### src/shared/dds_regs.svh
/*
 Constants of the disk drive operation sequencer: register offsets, geometry,
 field values, command codes and timing counts. Assumes a 50 MHz system clock
 and Avalon-MM word addressing, one offset per 32-bit register.
*/
// Functional notes
// RULE1 - Power-on pulse lasts 0.5 second
// RULE2 - Power-on pulse clears latched power faults
// RULE3 - Logic, spindle, amplifier held reset during pulse
// RULE4 - Fault at interval end: power down, keep resets
// RULE5 - No fault: release resets, start self-test
// RULE6 - Self-test at power-up and on command
// RULE7 - Hard reset disables servo, write-protects channel
// RULE8 - Display shows descending stage code six to one
// RULE9 - Seek test all tracks, retry once, halt; a commanded test steps only from the current cylinder up
// RULE10 - Port test writes head/flow, reads back
// RULE11 - Encoder and RWR tests at cylinder 786, sixteen heads
// RULE12 - Success lights ready, blanks display
// RULE13 - Seek loads remaining count and direction
// RULE14 - Positioner decrements remaining count per track
// RULE15 - Count of one switches coarse to fine
// RULE16 - Coarse checks each quarter track, fine continuously
// RULE17 - Next crossing verifies position, then track-follow
// RULE18 - Setup packet range-checked, then seek begins
// RULE19 - Select head, wait sector minus offset, interrupt
// RULE20 - Data mode answer, then control word written
// RULE21 - Controller skips sectors with wrong header
// RULE22 - 523 bytes per sector passed to encoder
// RULE23 - Command mode return stops processor, idles flow
// RULE24 - Sector counter counts pulses, clears on index
`ifndef DDS_REGS_SVH
`define DDS_REGS_SVH
// ****************
// Timing
// ****************
`define DDS_CLK_HZ 50000000
`define DDS_PON_MS 500
`define DDS_PON_CYC ((`DDS_CLK_HZ / 1000) * `DDS_PON_MS)
// ****************
// Register offsets
// ****************
`define DDS_OFS_STATUS 4'h0
`define DDS_OFS_CMD 4'h1
`define DDS_OFS_PACKET 4'h2
`define DDS_OFS_OFFSET 4'h3
`define DDS_OFS_TRACK 4'h4
`define DDS_OFS_SECTOR 4'h5
// ****************
// Geometry and field values
// ****************
`define DDS_MAX_CYL 11'h7FF
`define DDS_TEST_CYL 11'h312
`define DDS_NUM_HEADS 5'h10
`define DDS_MAX_SECTOR 6'h3F
`define DDS_SECTOR_BYTES 10'h20B
`define DDS_CMD_SEEK 3'h1
`define DDS_CMD_SELFTEST 3'h2
`define DDS_CMD_WRITE 3'h3
`define DDS_DISP_BLANK 4'hF
`endif

### src/shared/dds_pkg.sv
/*
 Types of the disk drive operation sequencer. Assumes nothing else.
*/
package dds_pkg;
   typedef enum logic [3:0] {
      DDS_OFF, DDS_PON, DDS_DOWN, DDS_T_SERVO, DDS_T_SEEK, DDS_T_PORT,
      DDS_T_ROT, DDS_T_ENC, DDS_T_RWR, DDS_HALT, DDS_IDLE, DDS_SEEK,
      DDS_WAIT_SEC, DDS_WAIT_MODE, DDS_XFER
   } dds_state_e;
   typedef enum logic [1:0] {
      DDS_TRACK_FOLLOW, DDS_COARSE, DDS_FINE
   } dds_seek_mode_e;
endpackage

### src/rtl/dds_sequencer.sv
/*
 Drive-side operation sequencer: power-on interval, self-test stages,
 distance-to-go seek control and write transfer start.
 Assumes positioner, supply monitors and controller bus signals are
 synchronous to sys_clk; registers on Avalon-MM with waitrequest.
*/
// Added by the designer: the register offsets and the Avalon-MM register port.
`include "dds_regs.svh"
module dds_sequencer
   import dds_pkg::*;
#(
   parameter int PON_CYCLES = `DDS_PON_CYC
)
(
   input wire logic sys_clk,
   input wire logic rst,
   input wire logic power_switch,
   input wire logic supply_fault,
   output logic power_on_pulse,
   output logic power_down,
   output logic hard_reset,
   output logic servo_disable,
   output logic write_protect,
   output logic [3:0] display_code,
   output logic ready_led,
   input wire logic track_cross,
   input wire logic quarter_track,
   input wire logic [10:0] head_position,
   input wire logic test_fail,
   output logic [1:0] seek_mode,
   output logic seek_dir,
   output logic [10:0] remaining_track_count,
   output logic pos_check,
   output logic seek_done,
   input wire logic sector_pulse,
   input wire logic index_pulse,
   output logic [3:0] head_select,
   output logic ctrl_irq,
   input wire logic bus_data_mode,
   output logic rw_ctrl_write,
   output logic rw_active,
   input wire logic ctrl_byte_valid,
   input wire logic [7:0] ctrl_byte,
   output logic ctrl_byte_ready,
   output logic enc_valid,
   output logic [7:0] enc_data,
   input wire logic enc_ready,
   input wire logic [3:0] avs_address,
   input wire logic avs_read,
   input wire logic avs_write,
   input wire logic [31:0] avs_writedata,
   output logic [31:0] avs_readdata,
   output logic avs_waitrequest
);
   // ****************
   // Declarations
   // ****************
   dds_state_e state;
   dds_state_e next_state;
   logic [31:0] pon_cnt;
   logic fault_latch;
   logic [10:0] abs_track;
   logic [10:0] target_cyl;
   logic [2:0] pkt_op;
   logic [3:0] pkt_head;
   logic [5:0] pkt_sector;
   logic [5:0] sec_offset;
   logic [5:0] sector_count;
   logic pkt_ok;
   logic seek_req;
   logic selftest_req;
   logic write_req;
   logic seek_busy;
   logic seek_fail;
   logic retry;
   logic [4:0] head_idx;
   logic [9:0] byte_cnt;
   logic port_match;
   logic bus_ack;
   logic wr_cmd;

   // ****************
   // Avalon slave
   // ****************
   // One wait cycle per access keeps read data registered
   always_ff @(posedge sys_clk)
   begin
      if (rst)
         bus_ack <= 1'b0;
      else
         bus_ack <= (avs_read | avs_write) & ~bus_ack;
   end
   assign avs_waitrequest = (avs_read | avs_write) & ~bus_ack;
   assign wr_cmd = avs_write & ~avs_waitrequest;

   always_ff @(posedge sys_clk)
   begin
      if (rst)
         avs_readdata <= 32'h0000_0000;
      else if (avs_read & ~bus_ack)
      begin
         unique case (avs_address)
            `DDS_OFS_STATUS: avs_readdata <= {20'h00000, ready_led,
               fault_latch, seek_busy, pkt_ok, 4'h0, state};
            `DDS_OFS_PACKET: avs_readdata <= {7'h00, pkt_op, pkt_head,
               pkt_sector, 1'b0, target_cyl};
            `DDS_OFS_OFFSET: avs_readdata <= {26'h0000000, sec_offset};
            `DDS_OFS_TRACK: avs_readdata <= {21'h000000, abs_track};
            `DDS_OFS_SECTOR: avs_readdata <= {6'h00, byte_cnt, 10'h000,
               sector_count};
            default: avs_readdata <= 32'h0000_0000;
         endcase
      end
   end

   // Command strobes and packet
   always_ff @(posedge sys_clk)
   begin
      if (rst)
      begin
         seek_req <= 1'b0;
         selftest_req <= 1'b0;
         write_req <= 1'b0;
         pkt_op <= 3'h0;
         pkt_head <= 4'h0;
         pkt_sector <= 6'h00;
         target_cyl <= 11'h000;
         sec_offset <= 6'h00;
      end
      else
      begin
         seek_req <= 1'b0;
         selftest_req <= 1'b0;
         write_req <= 1'b0;
         if (wr_cmd && avs_address == `DDS_OFS_CMD)
         begin
            seek_req <= avs_writedata[2:0] == `DDS_CMD_SEEK;
            selftest_req <= avs_writedata[2:0] == `DDS_CMD_SELFTEST; // RULE6
            write_req <= avs_writedata[2:0] == `DDS_CMD_WRITE;
         end
         if (wr_cmd && avs_address == `DDS_OFS_PACKET)
         begin
            target_cyl <= avs_writedata[10:0];
            pkt_sector <= avs_writedata[17:12];
            pkt_head <= avs_writedata[21:18];
            pkt_op <= avs_writedata[24:22];
         end
         if (wr_cmd && avs_address == `DDS_OFS_OFFSET)
            sec_offset <= avs_writedata[5:0];
      end
   end

   // Cylinder limit is the field width; head and sector fit by width
   assign pkt_ok = target_cyl <= `DDS_MAX_CYL
      && pkt_sector <= `DDS_MAX_SECTOR; // RULE18

   // ****************
   // Power-on interval
   // ****************
   always_ff @(posedge sys_clk)
   begin
      if (rst || state == DDS_OFF)
         pon_cnt <= 32'h0000_0000;
      else if (state == DDS_PON)
         pon_cnt <= pon_cnt + 32'h0000_0001; // RULE1
   end
   assign power_on_pulse = state == DDS_PON; // RULE1

   always_ff @(posedge sys_clk)
   begin
      if (rst || power_on_pulse)
         fault_latch <= 1'b0; // RULE2
      else if (supply_fault)
         fault_latch <= 1'b1;
   end

   assign hard_reset = state == DDS_OFF || state == DDS_PON
      || state == DDS_DOWN; // RULE3
   assign servo_disable = hard_reset; // RULE7
   assign write_protect = hard_reset || !rw_active; // RULE7
   assign power_down = state == DDS_DOWN; // RULE4

   // ****************
   // Sequencer
   // ****************
   always_ff @(posedge sys_clk)
   begin
      if (rst)
         state <= DDS_OFF;
      else
         state <= next_state;
   end

   assign port_match = head_select == pkt_head;

   always_comb
   begin
      next_state = state;
      unique case (state)
         DDS_OFF: if (power_switch) next_state = DDS_PON;
         DDS_PON:
            if (pon_cnt == PON_CYCLES - 1)
               next_state = (fault_latch | supply_fault) ? DDS_DOWN
                  : DDS_T_SERVO; // RULE4 RULE5
         DDS_DOWN: if (!power_switch) next_state = DDS_OFF;
         DDS_T_SERVO: next_state = test_fail ? DDS_HALT : DDS_T_SEEK;
         DDS_T_SEEK:
            if (!seek_busy && seek_done)
            begin
               if (abs_track == `DDS_MAX_CYL)
                  next_state = DDS_T_PORT;
            end
            else if (seek_fail && retry)
               next_state = DDS_HALT; // RULE9
         DDS_T_PORT: next_state = port_match ? DDS_T_ROT : DDS_HALT; // RULE10
         DDS_T_ROT: if (index_pulse) next_state = DDS_T_ENC;
         DDS_T_ENC:
            if (seek_done && abs_track == `DDS_TEST_CYL)
               next_state = DDS_T_RWR; // RULE11
         DDS_T_RWR:
            if (test_fail)
               next_state = DDS_HALT;
            else if (head_idx == `DDS_NUM_HEADS)
               next_state = DDS_IDLE; // RULE11 RULE12
         DDS_HALT: next_state = DDS_HALT;
         DDS_IDLE:
            if (selftest_req)
               next_state = DDS_T_SERVO; // RULE6
            else if ((seek_req || write_req) && pkt_ok)
               next_state = DDS_SEEK; // RULE18
         DDS_SEEK:
            if (seek_done)
               next_state = pkt_op == `DDS_CMD_WRITE ? DDS_WAIT_SEC
                  : DDS_IDLE;
         DDS_WAIT_SEC:
            if (sector_count == pkt_sector - sec_offset)
               next_state = DDS_WAIT_MODE; // RULE19
         DDS_WAIT_MODE: if (bus_data_mode) next_state = DDS_XFER; // RULE20
         DDS_XFER: if (!bus_data_mode) next_state = DDS_IDLE; // RULE23
         default: next_state = DDS_OFF;
      endcase
   end

   // Stage code on display
   always_comb
   begin
      unique case (state)
         DDS_T_SERVO: display_code = 4'h6; // RULE8
         DDS_T_SEEK: display_code = 4'h5;
         DDS_T_PORT: display_code = 4'h4;
         DDS_T_ROT: display_code = 4'h3;
         DDS_T_ENC: display_code = 4'h2;
         DDS_T_RWR: display_code = 4'h1;
         DDS_HALT: display_code = 4'hE;
         default: display_code = `DDS_DISP_BLANK; // RULE12
      endcase
   end
   assign ready_led = state >= DDS_IDLE; // RULE12

   // Seek test retry and head walk
   always_ff @(posedge sys_clk)
   begin
      if (rst || state != DDS_T_SEEK)
         retry <= 1'b0;
      else if (seek_fail)
         retry <= 1'b1; // RULE9
   end

   always_ff @(posedge sys_clk)
   begin
      if (rst || state != DDS_T_RWR)
         head_idx <= 5'h00;
      else if (index_pulse)
         head_idx <= head_idx + 5'h01; // RULE11
   end

   always_ff @(posedge sys_clk)
   begin
      if (rst)
         head_select <= 4'h0;
      else if (state == DDS_T_RWR)
         head_select <= head_idx[3:0];
      else if (next_state == DDS_WAIT_SEC || state == DDS_T_SEEK)
         head_select <= pkt_head; // RULE10 RULE19
   end

   // ****************
   // Seek control
   // ****************
   logic seek_start;
   logic [10:0] seek_dest;
   assign seek_start = (state == DDS_IDLE && next_state == DDS_SEEK)
      || (state == DDS_T_SEEK && !seek_busy && !seek_done)
      || (state == DDS_T_ENC && !seek_busy && !seek_done);
   assign seek_dest = state == DDS_T_SEEK ? abs_track + 11'h001
      : state == DDS_T_ENC ? `DDS_TEST_CYL : target_cyl;
   assign pos_check = seek_mode == DDS_FINE
      || (seek_mode == DDS_COARSE && quarter_track); // RULE16

   always_ff @(posedge sys_clk)
   begin
      if (rst || hard_reset)
      begin
         seek_busy <= 1'b0;
         seek_done <= 1'b0;
         seek_fail <= 1'b0;
         seek_mode <= DDS_TRACK_FOLLOW;
         seek_dir <= 1'b0;
         remaining_track_count <= 11'h000;
         abs_track <= 11'h000;
      end
      else
      begin
         seek_done <= 1'b0;
         seek_fail <= 1'b0;
         if (seek_start && seek_dest == abs_track)
            seek_done <= 1'b1;
         else if (seek_start)
         begin
            seek_busy <= 1'b1;
            seek_dir <= seek_dest > abs_track; // RULE13
            remaining_track_count <= seek_dest > abs_track
               ? seek_dest - abs_track : abs_track - seek_dest; // RULE13
            seek_mode <= DDS_COARSE;
         end
         else if (seek_busy && track_cross)
         begin
            if (seek_mode == DDS_FINE)
            begin
               seek_busy <= 1'b0;
               seek_mode <= DDS_TRACK_FOLLOW; // RULE17
               if (head_position == seek_dest)
               begin
                  abs_track <= head_position;
                  seek_done <= 1'b1;
               end
               else
                  seek_fail <= 1'b1;
            end
            else
               remaining_track_count <= remaining_track_count
                  - 11'h001; // RULE14
         end
         else if (seek_busy && seek_mode == DDS_COARSE
            && remaining_track_count == 11'h001)
            seek_mode <= DDS_FINE; // RULE15
      end
   end

   // ****************
   // Sector counter
   // ****************
   always_ff @(posedge sys_clk)
   begin
      if (rst || index_pulse)
         sector_count <= 6'h00; // RULE24
      else if (sector_pulse)
         sector_count <= sector_count + 6'h01; // RULE24
   end

   // ****************
   // Write transfer
   // ****************
   always_ff @(posedge sys_clk)
   begin
      if (rst)
         ctrl_irq <= 1'b0;
      else
         ctrl_irq <= state == DDS_WAIT_MODE; // RULE19
   end
   assign rw_ctrl_write = state == DDS_WAIT_MODE && bus_data_mode; // RULE20
   assign rw_active = state == DDS_XFER; // RULE23

   // Bytes pass through one register stage; the encoder throttles the controller
   assign ctrl_byte_ready = rw_active && (!enc_valid || enc_ready);
   always_ff @(posedge sys_clk)
   begin
      if (rst || !rw_active)
      begin
         enc_valid <= 1'b0;
         enc_data <= 8'h00;
         byte_cnt <= 10'h000;
      end
      else
      begin
         if (enc_ready)
            enc_valid <= 1'b0;
         if (ctrl_byte_valid && ctrl_byte_ready)
         begin
            enc_valid <= 1'b1;
            enc_data <= ctrl_byte; // RULE22
            byte_cnt <= byte_cnt == `DDS_SECTOR_BYTES - 10'h001 ? 10'h000
               : byte_cnt + 10'h001; // RULE22
         end
      end
   end

   // ****************
   // Assertions
   // ****************
   property p_reset_hold;
      @(posedge sys_clk) disable iff (rst)
      power_on_pulse |-> hard_reset && servo_disable && write_protect;
   endproperty
   a_reset_hold: assert property (p_reset_hold) // RULE3
      else $error("Reset not held during power-on");
   property p_fault_down;
      @(posedge sys_clk) disable iff (rst)
      state == DDS_PON && next_state == DDS_DOWN |=> power_down && hard_reset;
   endproperty
   a_fault_down: assert property (p_fault_down) // RULE4
      else $error("Fault did not power down");
   property p_release;
      @(posedge sys_clk) disable iff (rst)
      state == DDS_PON && next_state == DDS_T_SERVO
      |=> !hard_reset && display_code == 4'h6;
   endproperty
   a_release: assert property (p_release) // RULE5
      else $error("Resets not released into self-test");
   property p_fine;
      @(posedge sys_clk) disable iff (rst)
      seek_busy && seek_mode == DDS_COARSE && remaining_track_count == 11'h001
      && !track_cross && !seek_start |=> seek_mode == DDS_FINE;
   endproperty
   a_fine: assert property (p_fine) // RULE15
      else $error("No switch to fine seek at count one");
   property p_dec;
      @(posedge sys_clk) disable iff (rst)
      seek_busy && !hard_reset && seek_mode == DDS_COARSE && track_cross
      && !seek_start
      |=> remaining_track_count == $past(remaining_track_count) - 11'h001;
   endproperty
   a_dec: assert property (p_dec) // RULE14
      else $error("Remaining count not decremented");
   property p_ready;
      @(posedge sys_clk) disable iff (rst)
      ready_led |-> display_code == `DDS_DISP_BLANK;
   endproperty
   a_ready: assert property (p_ready) // RULE12
      else $error("Ready with display not blank");
   property p_ctl_word;
      @(posedge sys_clk) disable iff (rst)
      rw_ctrl_write |-> $past(ctrl_irq) && bus_data_mode ##1 rw_active;
   endproperty
   a_ctl_word: assert property (p_ctl_word) // RULE20
      else $error("Control word without data mode");
   property p_stop;
      @(posedge sys_clk) disable iff (rst)
      rw_active && !bus_data_mode |=> !rw_active && !enc_valid;
   endproperty
   a_stop: assert property (p_stop) // RULE23
      else $error("Processor not stopped on command mode");
   property p_index;
      @(posedge sys_clk) disable iff (rst)
      index_pulse |=> sector_count == 6'h00;
   endproperty
   a_index: assert property (p_index) // RULE24
      else $error("Sector counter not cleared by index");
   c_power_up: cover property (@(posedge sys_clk) state == DDS_IDLE);
   c_halt: cover property (@(posedge sys_clk) state == DDS_HALT);
   c_seek: cover property (@(posedge sys_clk) state == DDS_SEEK && seek_done);
   c_xfer: cover property (@(posedge sys_clk) rw_active && enc_valid);
endmodule // dds_sequencer

### config.mk
export PLATFORM = sky130hd
export DESIGN_NAME = dds_sequencer
export DESIGN_NICKNAME = d
export VERILOG_FILES = /design/src/shared/dds_pkg.sv /design/src/rtl/dds_sequencer.sv
export VERILOG_INCLUDE_DIRS = /design/src /design/src/shared
export SDC_FILE = /design/constraint.sdc
export NUM_CORES = 1
export LEC_CHECK = 0
export BUFFER_PORTS_ARGS = -buffer_cell sky130_fd_sc_hd__clkbuf_2
export CORE_UTILIZATION = 62
export CTS_CLUSTER_SIZE = 20
export DETAILED_ROUTE_END_ITERATION = 7
export PLACE_DENSITY = 0.86
export RECOVER_POWER = 50
export SYNTH_ARGS = -nofsm -noshare
export SYNTH_HDL_FRONTEND = slang
export SYNTH_SLANG_ARGS = --single-unit
### constraint.sdc
create_clock -name sys_clk -period 10 [get_ports sys_clk]
set_input_delay 2 -clock sys_clk [delete_from_list [all_inputs] [get_ports sys_clk]]
set_output_delay 2 -clock sys_clk [all_outputs]
set_load 0.01 [all_outputs]
== Word level (Yosys, flattened, before mapping) ==
Index checks and enable logic that the tools add are counted.

* Logic and storage cells: 196
* Latch bits: 0
* Output and inout bits: 76
* Bits of input ports: 69
* Memories: 0
* Memory bits (read-only): 0
* Register bits after elaboration: 167
* RAM bits: 0

* Add/subtract/negate cells: 9
* Bitwise gates (word level): 12
* $mul: 0
* Div/mod/pow operators: 0
* Mux-type cells: 47
* Shift operators: 0
* Reduce and logical (&&, ||, !) cells: 55
* Equal/unequal tests: 41
* Order comparisons: 4

{| class="wikitable"
|+ Operators with widths
! kind !! number
|-
| 26-bit case mux with 5 select lines || 1
|-
| 4-bit two-way mux || 20
|-
| 11-bit two-way mux || 6
|-
| 4-bit case mux with 15 select lines || 1
|-
| 4-bit == test, second input constant || 9
|-
| 32-bit by 1-bit adder with 32-bit output, second input constant || 1
|-
| 32-bit by 25-bit == test with 1-bit output, second input constant || 1
|-
| 4-bit case mux with 7 select lines || 1
|-
| 4-bit by 3-bit == test with 1-bit output, second input constant || 6
|-
| 11-bit == test || 2
|-
| 11-bit subtractor || 2
|-
| 1-bit logical AND || 21
|-
| 4-bit by 2-bit == test with 1-bit output, second input constant || 4
|-
| 1-bit logical OR || 16
|-
| 1-bit two-way mux || 12
|-
| 11-bit by 1-bit adder with 11-bit output, second input constant || 1
|-
| 11-bit by 1-bit == test with 1-bit output, second input constant || 1
|-
| 11-bit by 10-bit == test with 1-bit output, second input constant || 1
|-
| 11-bit == test, second input constant || 1
|-
| 11-bit greater-than comparator || 1
|-
| 11-bit less-or-equal comparator, second input constant || 1
|-
| 11-bit by 1-bit subtractor with 11-bit output, second input constant || 1
|-
| 10-bit by 1-bit adder with 10-bit output, second input constant || 1
|-
| 10-bit == test, second input constant || 1
|-
| other kinds (32) || 56
|}

== Longest topological paths before layout ==
Gate-level depths: netlist (run 1).

* Depth in word-level cells: 13
* Mapped depth: 16
* Mapped depth without buffers: 15

== Least setup slack after synthesis (run 1) ==
No wires, ideal clock.

* Kind: input to output
* Start point: in enc_ready
* End point: out ctrl_byte_ready
* Data required time: 8.000 ns
* Stages: 2
* Path buffers: 0
* Arrival: 2.246 ns
* Setup slack: 5.754 ns
* Cell sequence: nor2b_1 > nor2_1

* Word-level cells in the longest chain between the ends: 2

{| class="wikitable"
|+ RTL lines
! what !! line !! source
|-
| from (decl) || dds_sequencer.sv:47 || <nowiki>input wire logic enc_ready,</nowiki>
|-
| 1-bit logical OR || dds_sequencer.sv:375 || <nowiki>assign ctrl_byte_ready = rw_active && (!enc_valid || enc_ready);</nowiki>
|-
| 1-bit logical AND || dds_sequencer.sv:375 ||
|-
| to (decl) || dds_sequencer.sv:44 || <nowiki>output logic ctrl_byte_ready,</nowiki>
|}

Every way passes these cells.

== Worst setup path in the final report (run 1) ==
* Start point: in rst
* End point: reg pon_cnt[2]

* Word-level cells in the longest chain between the ends: 1

{| class="wikitable"
|+ RTL lines
! what !! line !! source
|-
| from (decl) || dds_sequencer.sv:16 || <nowiki>input wire logic rst,</nowiki>
|-
| 1-bit logical OR || dds_sequencer.sv:162 || <nowiki>if (rst || state == DDS_OFF)</nowiki>
|-
| to (signal assigned) || dds_sequencer.sv:165 || <nowiki>pon_cnt <= pon_cnt + 32'h0000_0001;</nowiki>
|-
| to (decl) || dds_sequencer.sv:60 || <nowiki>logic [31:0] pon_cnt;</nowiki>
|}

Every way passes these cells.
A chain may end at the register's enable or synchronous reset.

==> results of run 1 <==
per-stage QoR:
| step | worst slack, ns | instance area (sq um) | power [W] | instances |
|---|---|---|---|---|
| floorplan | 5.75 | 9230 | 0.000705 | 1170 |
| global placement | 5.45 | 9890 | 0.000729 | 1426 |
| detailed placement | 5.45 | 9890 | 0.000730 | 1426 |
| CTS | 5.28 | 10500 | 0.00136 | 1458 |
| global route | 3.54 | 10400 | 0.00140 | 1458 |
| finish | 4.02 | 10400 | 0.00136 | 1458 |
final timing paths:
kind	end	slack (ns)	depth (start not counted)
worst max-delay path	pon_cnt[2]	4.02	5
worst min-delay path	enc_data[7]	0.46	2
worst max register to register	remaining_track_count[5]	5.40	13
worst min register to register	enc_data[7]	0.46	2
state kept, by name (all words and copies together) (netlist names), 2 cells and up:
| register | flops |
|---|---|
| pon_cnt | 32 |
| avs_readdata | 26 |
| abs_track | 11 |
| remaining_track_count | 11 |
| target_cyl | 11 |
| byte_cnt | 10 |
| enc_data | 8 |
| pkt_sector | 6 |
| sec_offset | 6 |
| sector_count | 6 |
| head_idx | 5 |
| head_select | 4 |
| pkt_head | 4 |
| state | 4 |
| pkt_op | 3 |
| seek_mode | 2 |
worst reg2reg max path, stage by stage (launching register included):
cell	delay (ns)
dfxtp_1	0.53
nor4b_4	0.76
nor2_2	0.23
nand2_1	0.13
o21ai_0	0.19
ha_1	0.47
nand4_1	0.21
nor2_1	0.15
o31ai_1	0.13
a211o_1	0.39
nor2_1	0.54
mux2_2	0.41
xor2_1	0.15
a211oi_1	0.22
report_power, final:
group          internal, W  switching (W)
sequential        0.000644     0.00000510
clock             0.000378       0.000268
combinational    0.0000249      0.0000427
layout by cell type (no fill, tap or decap), types with 11 or more instances in the layout:
master	netlist	final
nand4_1	22	22
a21oi_1	81	81
clkbuf_2	1	75
inv_1	46	46
ha_1	36	36
nor2_1	141	140
mux2i_1	27	27
nand2_1	169	169
a31oi_1	13	13
xor2_1	51	51
o21ai_0	36	36
clkbuf_1	46	60
clkbuf_16	0	17
a22oi_1	11	11
xnor2_1	33	33
nand3_1	36	36
nor2b_1	11	11
a222oi_1	11	11
a21o_1	14	14
dfxtp_1	161	161
nor4_1	16	16
nor3_1	22	22
and3_1	14	14
cells in the mapped netlist (13+ instances only):
cell / number
nor3_1: 22
o21ai_0: 36
inv_1: 46
nor4_1: 16
and3_1: 14
xnor2_1: 33
xor2_1: 51
mux2i_1: 27
a31oi_1: 13
nand3_1: 36
dfxtp_1: 161
nand2_1: 169
nor2_1: 141
nand4_1: 22
a21o_1: 14
ha_1: 36
clkbuf_1: 46
a21oi_1: 81
cells by family (layout without fill, tap and decap cells):
logic type	Yosys count	count (layout)	share of synthesized area, %
xor gates and xnor gates	84	84	7.99
muxes	29	29	3.18
and+or+nand+nor	494	494	25.6
other	1	6	0.0407
buffers and inverters	115	219	5.39
adders and majority gates	39	39	5.54
AOI/OAI and AO/OA	242	242	17.3
DFF	161	161	35.0
routing by layer:
layer,wire [microns],up-vias,GRT usage [%]
met5,0,-,0
met4,698,0,14.8
met3,1860,75,7.28
met2,11600,395,54.3
met1,10400,4182,42.0
li1,-,4288,-
area by class of cell:
class / instances / area, sq um
multi-input combinational: 894 / 5520
fill: 1161 / 4150
sequential: 161 / 3220
timing repair buffer: 139 / 646
clock buffer: 22 / 454
tap: 184 / 230
inverter: 48 / 180
clock inverter: 10 / 126
==> summary.txt, run 1 <==
Status - complete, but fails checks
Failing checks - capacitance limit, slew limit
Die area - 15400 sq um
Drt drc - 0
Crit path buffers/inverters - 3
Worst Hold Launch - enc_data[7]
CTS resizes - 0
Critical path launch point - rst
Die span in x - 124 microns
Synth Flop Type - dfxtp_1
RR Startpoint - state[0]
Cells after Synth - 1165
Initial antenna violation count - 0
Io pins - 145
Worst Path Max Fanout - 61
Cell breakdown of the critical path - clkbuf_2 -> clkbuf_1 -> inv_1 -> o31ai_1 -> nor2_1
Least-Margin Pin Slew - 3.47 ns
GR Util All Layers - 33.3%
Initial DRC count - 930
Vias in the first global route - 8238
Post-synth EDFFs - 0
First-pass GRT wire length - 39900 microns
Grt ovf - 0
Height of the die - 124 microns
Maximum vdd drop - 0.000139 V
Hold Fails Final Rpt - 0
Final Util - 71.4%
GPL Wtd Cong - 0.926
Max cap viols - 2
Yosys top cell by area - dfxtp_1
RSZ-0062 raised after global routing - false
Fmax achieved - 0.167 GHz
Final net count - 1369
Setup total negative slack - 0 ns
Clock root buffer - clkbuf_16
Num rows - 44
Via count - 8940
Avg Vias per Cell - 6.13
Mapped Area - 9210 sq um
Arrival time at the worst endpoint - 6.15 ns
# hold bufs at CTS - 0
Initial core utilization - 63.4%
Clock Latency Late Sink - 0.44 ns
Core area - 14500 sq um
FF+latch count, synth - 161
Detailed Routing Iterations Pass 1 - 8
Hpwl dp - 17700 microns
Final setup viols - 0
Sequential share of the synthesized area - 35.0%
IO Port Bufs - 130
Slew margin rel. - -133%
Post-CTS Setup Bufs - 0
Area share of the largest cell type after synthesis - 35.0%
Synth-to-layout area growth - 12.7%
# H-tree levels - 4
Synth unique cells - 79
Worst EP required - 10.17 ns
Syn. warnings - 0
Maximum buffer depth of the clock tree - 2
Syn Area/Cell - 7.91 sq um
Crit-path leading delay family - buffers and inverters
Final ANT Viol Nets - 0
Drt wl/cell - 16.9 microns
Slowest-stage cell, CP - clkbuf_1
TritonCTS clock tree - yes
Fraction of layout cells with a size suffix above 1 - 10.4%
Area contributors post-synth - dfxtp_1 (35%), nand2_1 (6.9%), nor2_1 (5.7%)
Final Cycle Share - 59.8%
Max-slew violation count - 95
Crit path time final - 5.98 ns
Ant diodes - 0
Clk slew on worst S/H paths - 0.06 ns
Num CTS Buffers - 17
Power Density - 131 nW/um^2
Async set-reset flop share out of synthesis - 0%
Clock sink total - 161
Clock Skew - 0.00773 ns
CP max stage delay - 1.90 ns
Final WL - 24600 microns
Largest net degree at the start of global routing - 62
CP Class - input pin to flop
CP endpoint kind - flop
Startpoint Class - input pin
Hold slack final - 0.458 ns
HP Class - flop to flop
Lkg Pwr - 3.84 nW
(Power assumes the default switching activity.)
==> run 2: changes to the inputs <==
- ABC_AREA: unset -> 1
- CORE_UTILIZATION: 62 -> 58
- PLACE_DENSITY: 0.86 -> 0.81
- clock period: 10 -> 5.87 ns (I/O delays scaled with it)
==> run 2 against run 1 <==
  * The run ends with DRC, capacitance limit, slew limit left
  * Hold slack improved by 0.0097 ns
  * Cell count is 25% higher
  * First-iteration DRC count decreased by 1.7%
  * Sequential cell count is the same
  * Utilization down 3.4 points
  * Largest power group is now clock
  * Highest routed layer unchanged
==> summary.txt, run 2 <==
Status - complete, but fails checks
Failing checks - DRC, capacitance limit, slew limit
Combinational family with the most area after synthesis - simple AND/OR/NAND/NOR gates
Worst Slack Setup Final - 1.84 ns (-2.18 ns)
Synth Flop Type - dfxtp_1
Maximum vdd drop - 0.000227 V (+63%)
# hold bufs at CTS - 0 (unchanged)
Slew margin rel. - -1.32% (+130 points)
# H-tree levels - 4 (unchanged)
Leading cell types by count after synthesis - nand2_1 (355), nor2_1 (205), inv_1 (183)
Most instantiated library cell after synthesis - nand2_1
Final setup viols - 0 (unchanged)
Die area - 16900 sq um (+10%)
Fmax achieved - 0.248 GHz
Max cap viols - 1 (-1)
Synth unique cells - 52 (-34%)
Die span in x - 130 microns (+5.1%)
CP endpoint kind - flop
Initial DRC count - 914 (-1.7%)
Clock Skew - 0.00993 ns (+0.00220 ns)
Final Non-Filler Cells - 1820 (+25%)
Startpoint Class - flop
Clock root buffer - clkbuf_16
Ant diodes - 0 (unchanged)
Via count - 9965 (+11%)
Hold Fails Final Rpt - 0 (unchanged)
Final WL - 26700 microns (+8.3%)
Yosys top cell by area - dfxtp_1
Grt ovf - 0 (unchanged)
RSZ-0062 raised after global routing - false
Adder-cell share of the synthesized area - 5.36% (-0.18 points)
Arrival time at the worst endpoint - 4.41 ns (-1.74 ns)
Height of the die - 130 microns (+5.1%)
Avg Vias per Cell - 5.48 (-11%)
Sequential share of the synthesized area - 33.8% (-1.2 points)
HP Class - flop to flop
CTS resizes - 0 (unchanged)
Power Density - 225 nW/um^2 (+72%)
Hpwl dp - 19600 microns (+11%)
Post-synth EDFFs - 0 (unchanged)
Syn. warnings - 0 (unchanged)
Maximum buffer depth of the clock tree - 2 (unchanged)
Largest registers - pon_cnt (32), avs_readdata (26)
Fraction of layout cells with a size suffix above 1 - 9.35% (-1.0 points)
Inst Count DP - 1788 (+25%)
Clk slew on worst S/H paths - 0.07 ns (about the same)
Setup total negative slack - 0 ns (unchanged)
Num rows - 46 (+4.5%)
Final Cycle Share - 68.6%
TritonCTS clock tree - yes
FF+latch count, synth - 161 (unchanged)
Post-synthesis compound-gate area fraction - 15.7% (-1.6 points)
Final net count - 1699 (+24%)
Crit path time final - 4.03 ns
Mapped Area - 9530 sq um (+3.4%)
Vias in the first global route - 8921 (+8.3%)
Initial core utilization - 59.8% (-3.6 points)
Worst R2R Setup Slack - 1.84 ns (-3.56 ns)
Least-Margin Pin Slew - 1.52 ns (-1.95 ns)
Mux contribution to synthesized area - 0% (-3.2 points)
Clock Latency Late Sink - 0.44 ns (about the same)
XOR/XNOR Fraction of Synth Area - 2.85% (-5.1 points)
First-pass GRT wire length - 42300 microns (+6.1%)
Most flop-heavy register - pon_cnt
Synth-to-layout area growth - 13.8%
Syn Area/Cell - 6.46 sq um (-18%)
Place WS - 1.96 ns (-3.49 ns)
Most frequent cells in the layout - nand2_1 (355), nor2_1 (205), inv_1 (185)
Worst Path Max Fanout - 12 (-80%)
Drt wl/cell - 14.7 microns (-13%)
Area share of the largest cell type after synthesis - 33.8% (-1.2 points)
Max-slew violation count - 29 (-69%)
Io pins - 145 (unchanged)
Commonest non-fill, non-tap cell in the layout - nand2_1
Final ANT Viol Nets - 0 (unchanged)
Post-CTS Setup Bufs - 0 (unchanged)
Max reg flops - 32 (unchanged)
Initial antenna violation count - 0 (unchanged)
Clock sink total - 161 (unchanged)
Async set-reset flop share out of synthesis - 0% (unchanged)
Largest net degree at the start of global routing - 48 (-23%)
Synth Area in Simple Gates - 32.4% (+6.8 points)
Drt drc - 1 (+1)
GR Util All Layers - 31.9% (-1.4 points)
Worst EP required - 6.25 ns (-3.92 ns)
Num CTS Buffers - 17 (unchanged)
GPL Wtd Cong - 0.946 (+2.2%)
Cells after Synth - 1475 (+27%)
IO Port Bufs - 130 (unchanged)
Detailed Routing Iterations Pass 1 - 8 (unchanged)
CP Class - flop to flop
Core area - 15900 sq um (+9.7%)
Lkg Pwr - 4.49 nW (+17%)
Area contributors post-synth - dfxtp_1 (34%), nand2_1 (14%), nor2_1 (8.1%)
==> run 2: cell count changes after synthesis, moves of 30 or more <==
cell     change
nor2_1      +64
nand2_1    +186
o21ai_0     +67
xor2_1      -30
nand3_1     +32
inv_1      +137
==> run 2: path summary, 6_finish.rpt <==
kind	cells after the start	endpoint	start
setup reg to reg	19	remaining_track_count[9]	state[1]
hold reg to reg	2	avs_readdata[9]	avs_readdata[9]
hold / removal	2	avs_readdata[9]	avs_readdata[9]
setup / recovery	19	remaining_track_count[9]	state[1]
==> run 2: power by group <==
| group | internal, W | switching, W | leakage, nW | total [W] |
|---|---|---|---|---|
| clock network | 0.000671 | 0.000496 | 0.305 | 0.00117 |
| logic | 0.0000549 | 0.000111 | 2.88 | 0.000166 |
| registers | 0.00110 | 0.00000810 | 1.30 | 0.00111 |
==> run 2: through the flow <==
stage	util, %	total power [W]	hold slack [ns]	instance area, sq um
after floorplan	-	0.00124	0.437	9550
after detailed placement	64.6	0.00130	0.459	10300
after global placement	64.6	0.00130	0.452	10300
final	68.0	0.00244	0.468	10800
after global routing	68.0	0.00251	0.485	10800
after CTS	68.5	0.00244	0.470	10900
==> run 2: cell type report <==
| type | count | area (sq um) |
|---|---|---|
| Timing Repair Buffer | 135 | 612 |
| Clock inverter | 12 | 145 |
| Multi-Input combinational cell | 1079 | 5380 |
| Sequential cell | 161 | 3220 |
| Clock buffer | 20 | 467 |
| Fill cell | 1507 | 5100 |
| Tap cell | 216 | 270 |
| Inverter | 197 | 739 |
==> run 2: routing by layer <==
layer / share of wire (%) / global-route usage, %
met5: 0 / 0
met2: 46 / 52.8
met3: 6.8 / 5.78
met1: 44 / 40.4
met4: 3.0 / 14.0
==> run 2: kinds of logic after synthesis <==
group / Yosys count
and+or+nand+nor: 729
AOI/OAI and AO/OA: 274
DFF: 161
adders and majority gates: 39
other: 1
buffers and inverters: 240
xor gates and xnor gates: 31
==> run 2: critical path, cell delays in order, from the launching register on <==
cell and delay [ns]:
dfxtp_1 0.41, inv_1 0.22, nand2_1 0.10, nor2_1 0.59, nand3_1 0.19, nand2_1 0.15, inv_1 0.06, ha_1 0.38
nand2_1 0.14, nor2_1 0.17, nand4_1 0.21, nand2_1 0.37, inv_1 0.28, o21ai_0 0.18, nand2_1 0.08, nand2_1 0.07
nand3_1 0.08, o21ai_0 0.09, nor2_1 0.06, nor2_1 0.12
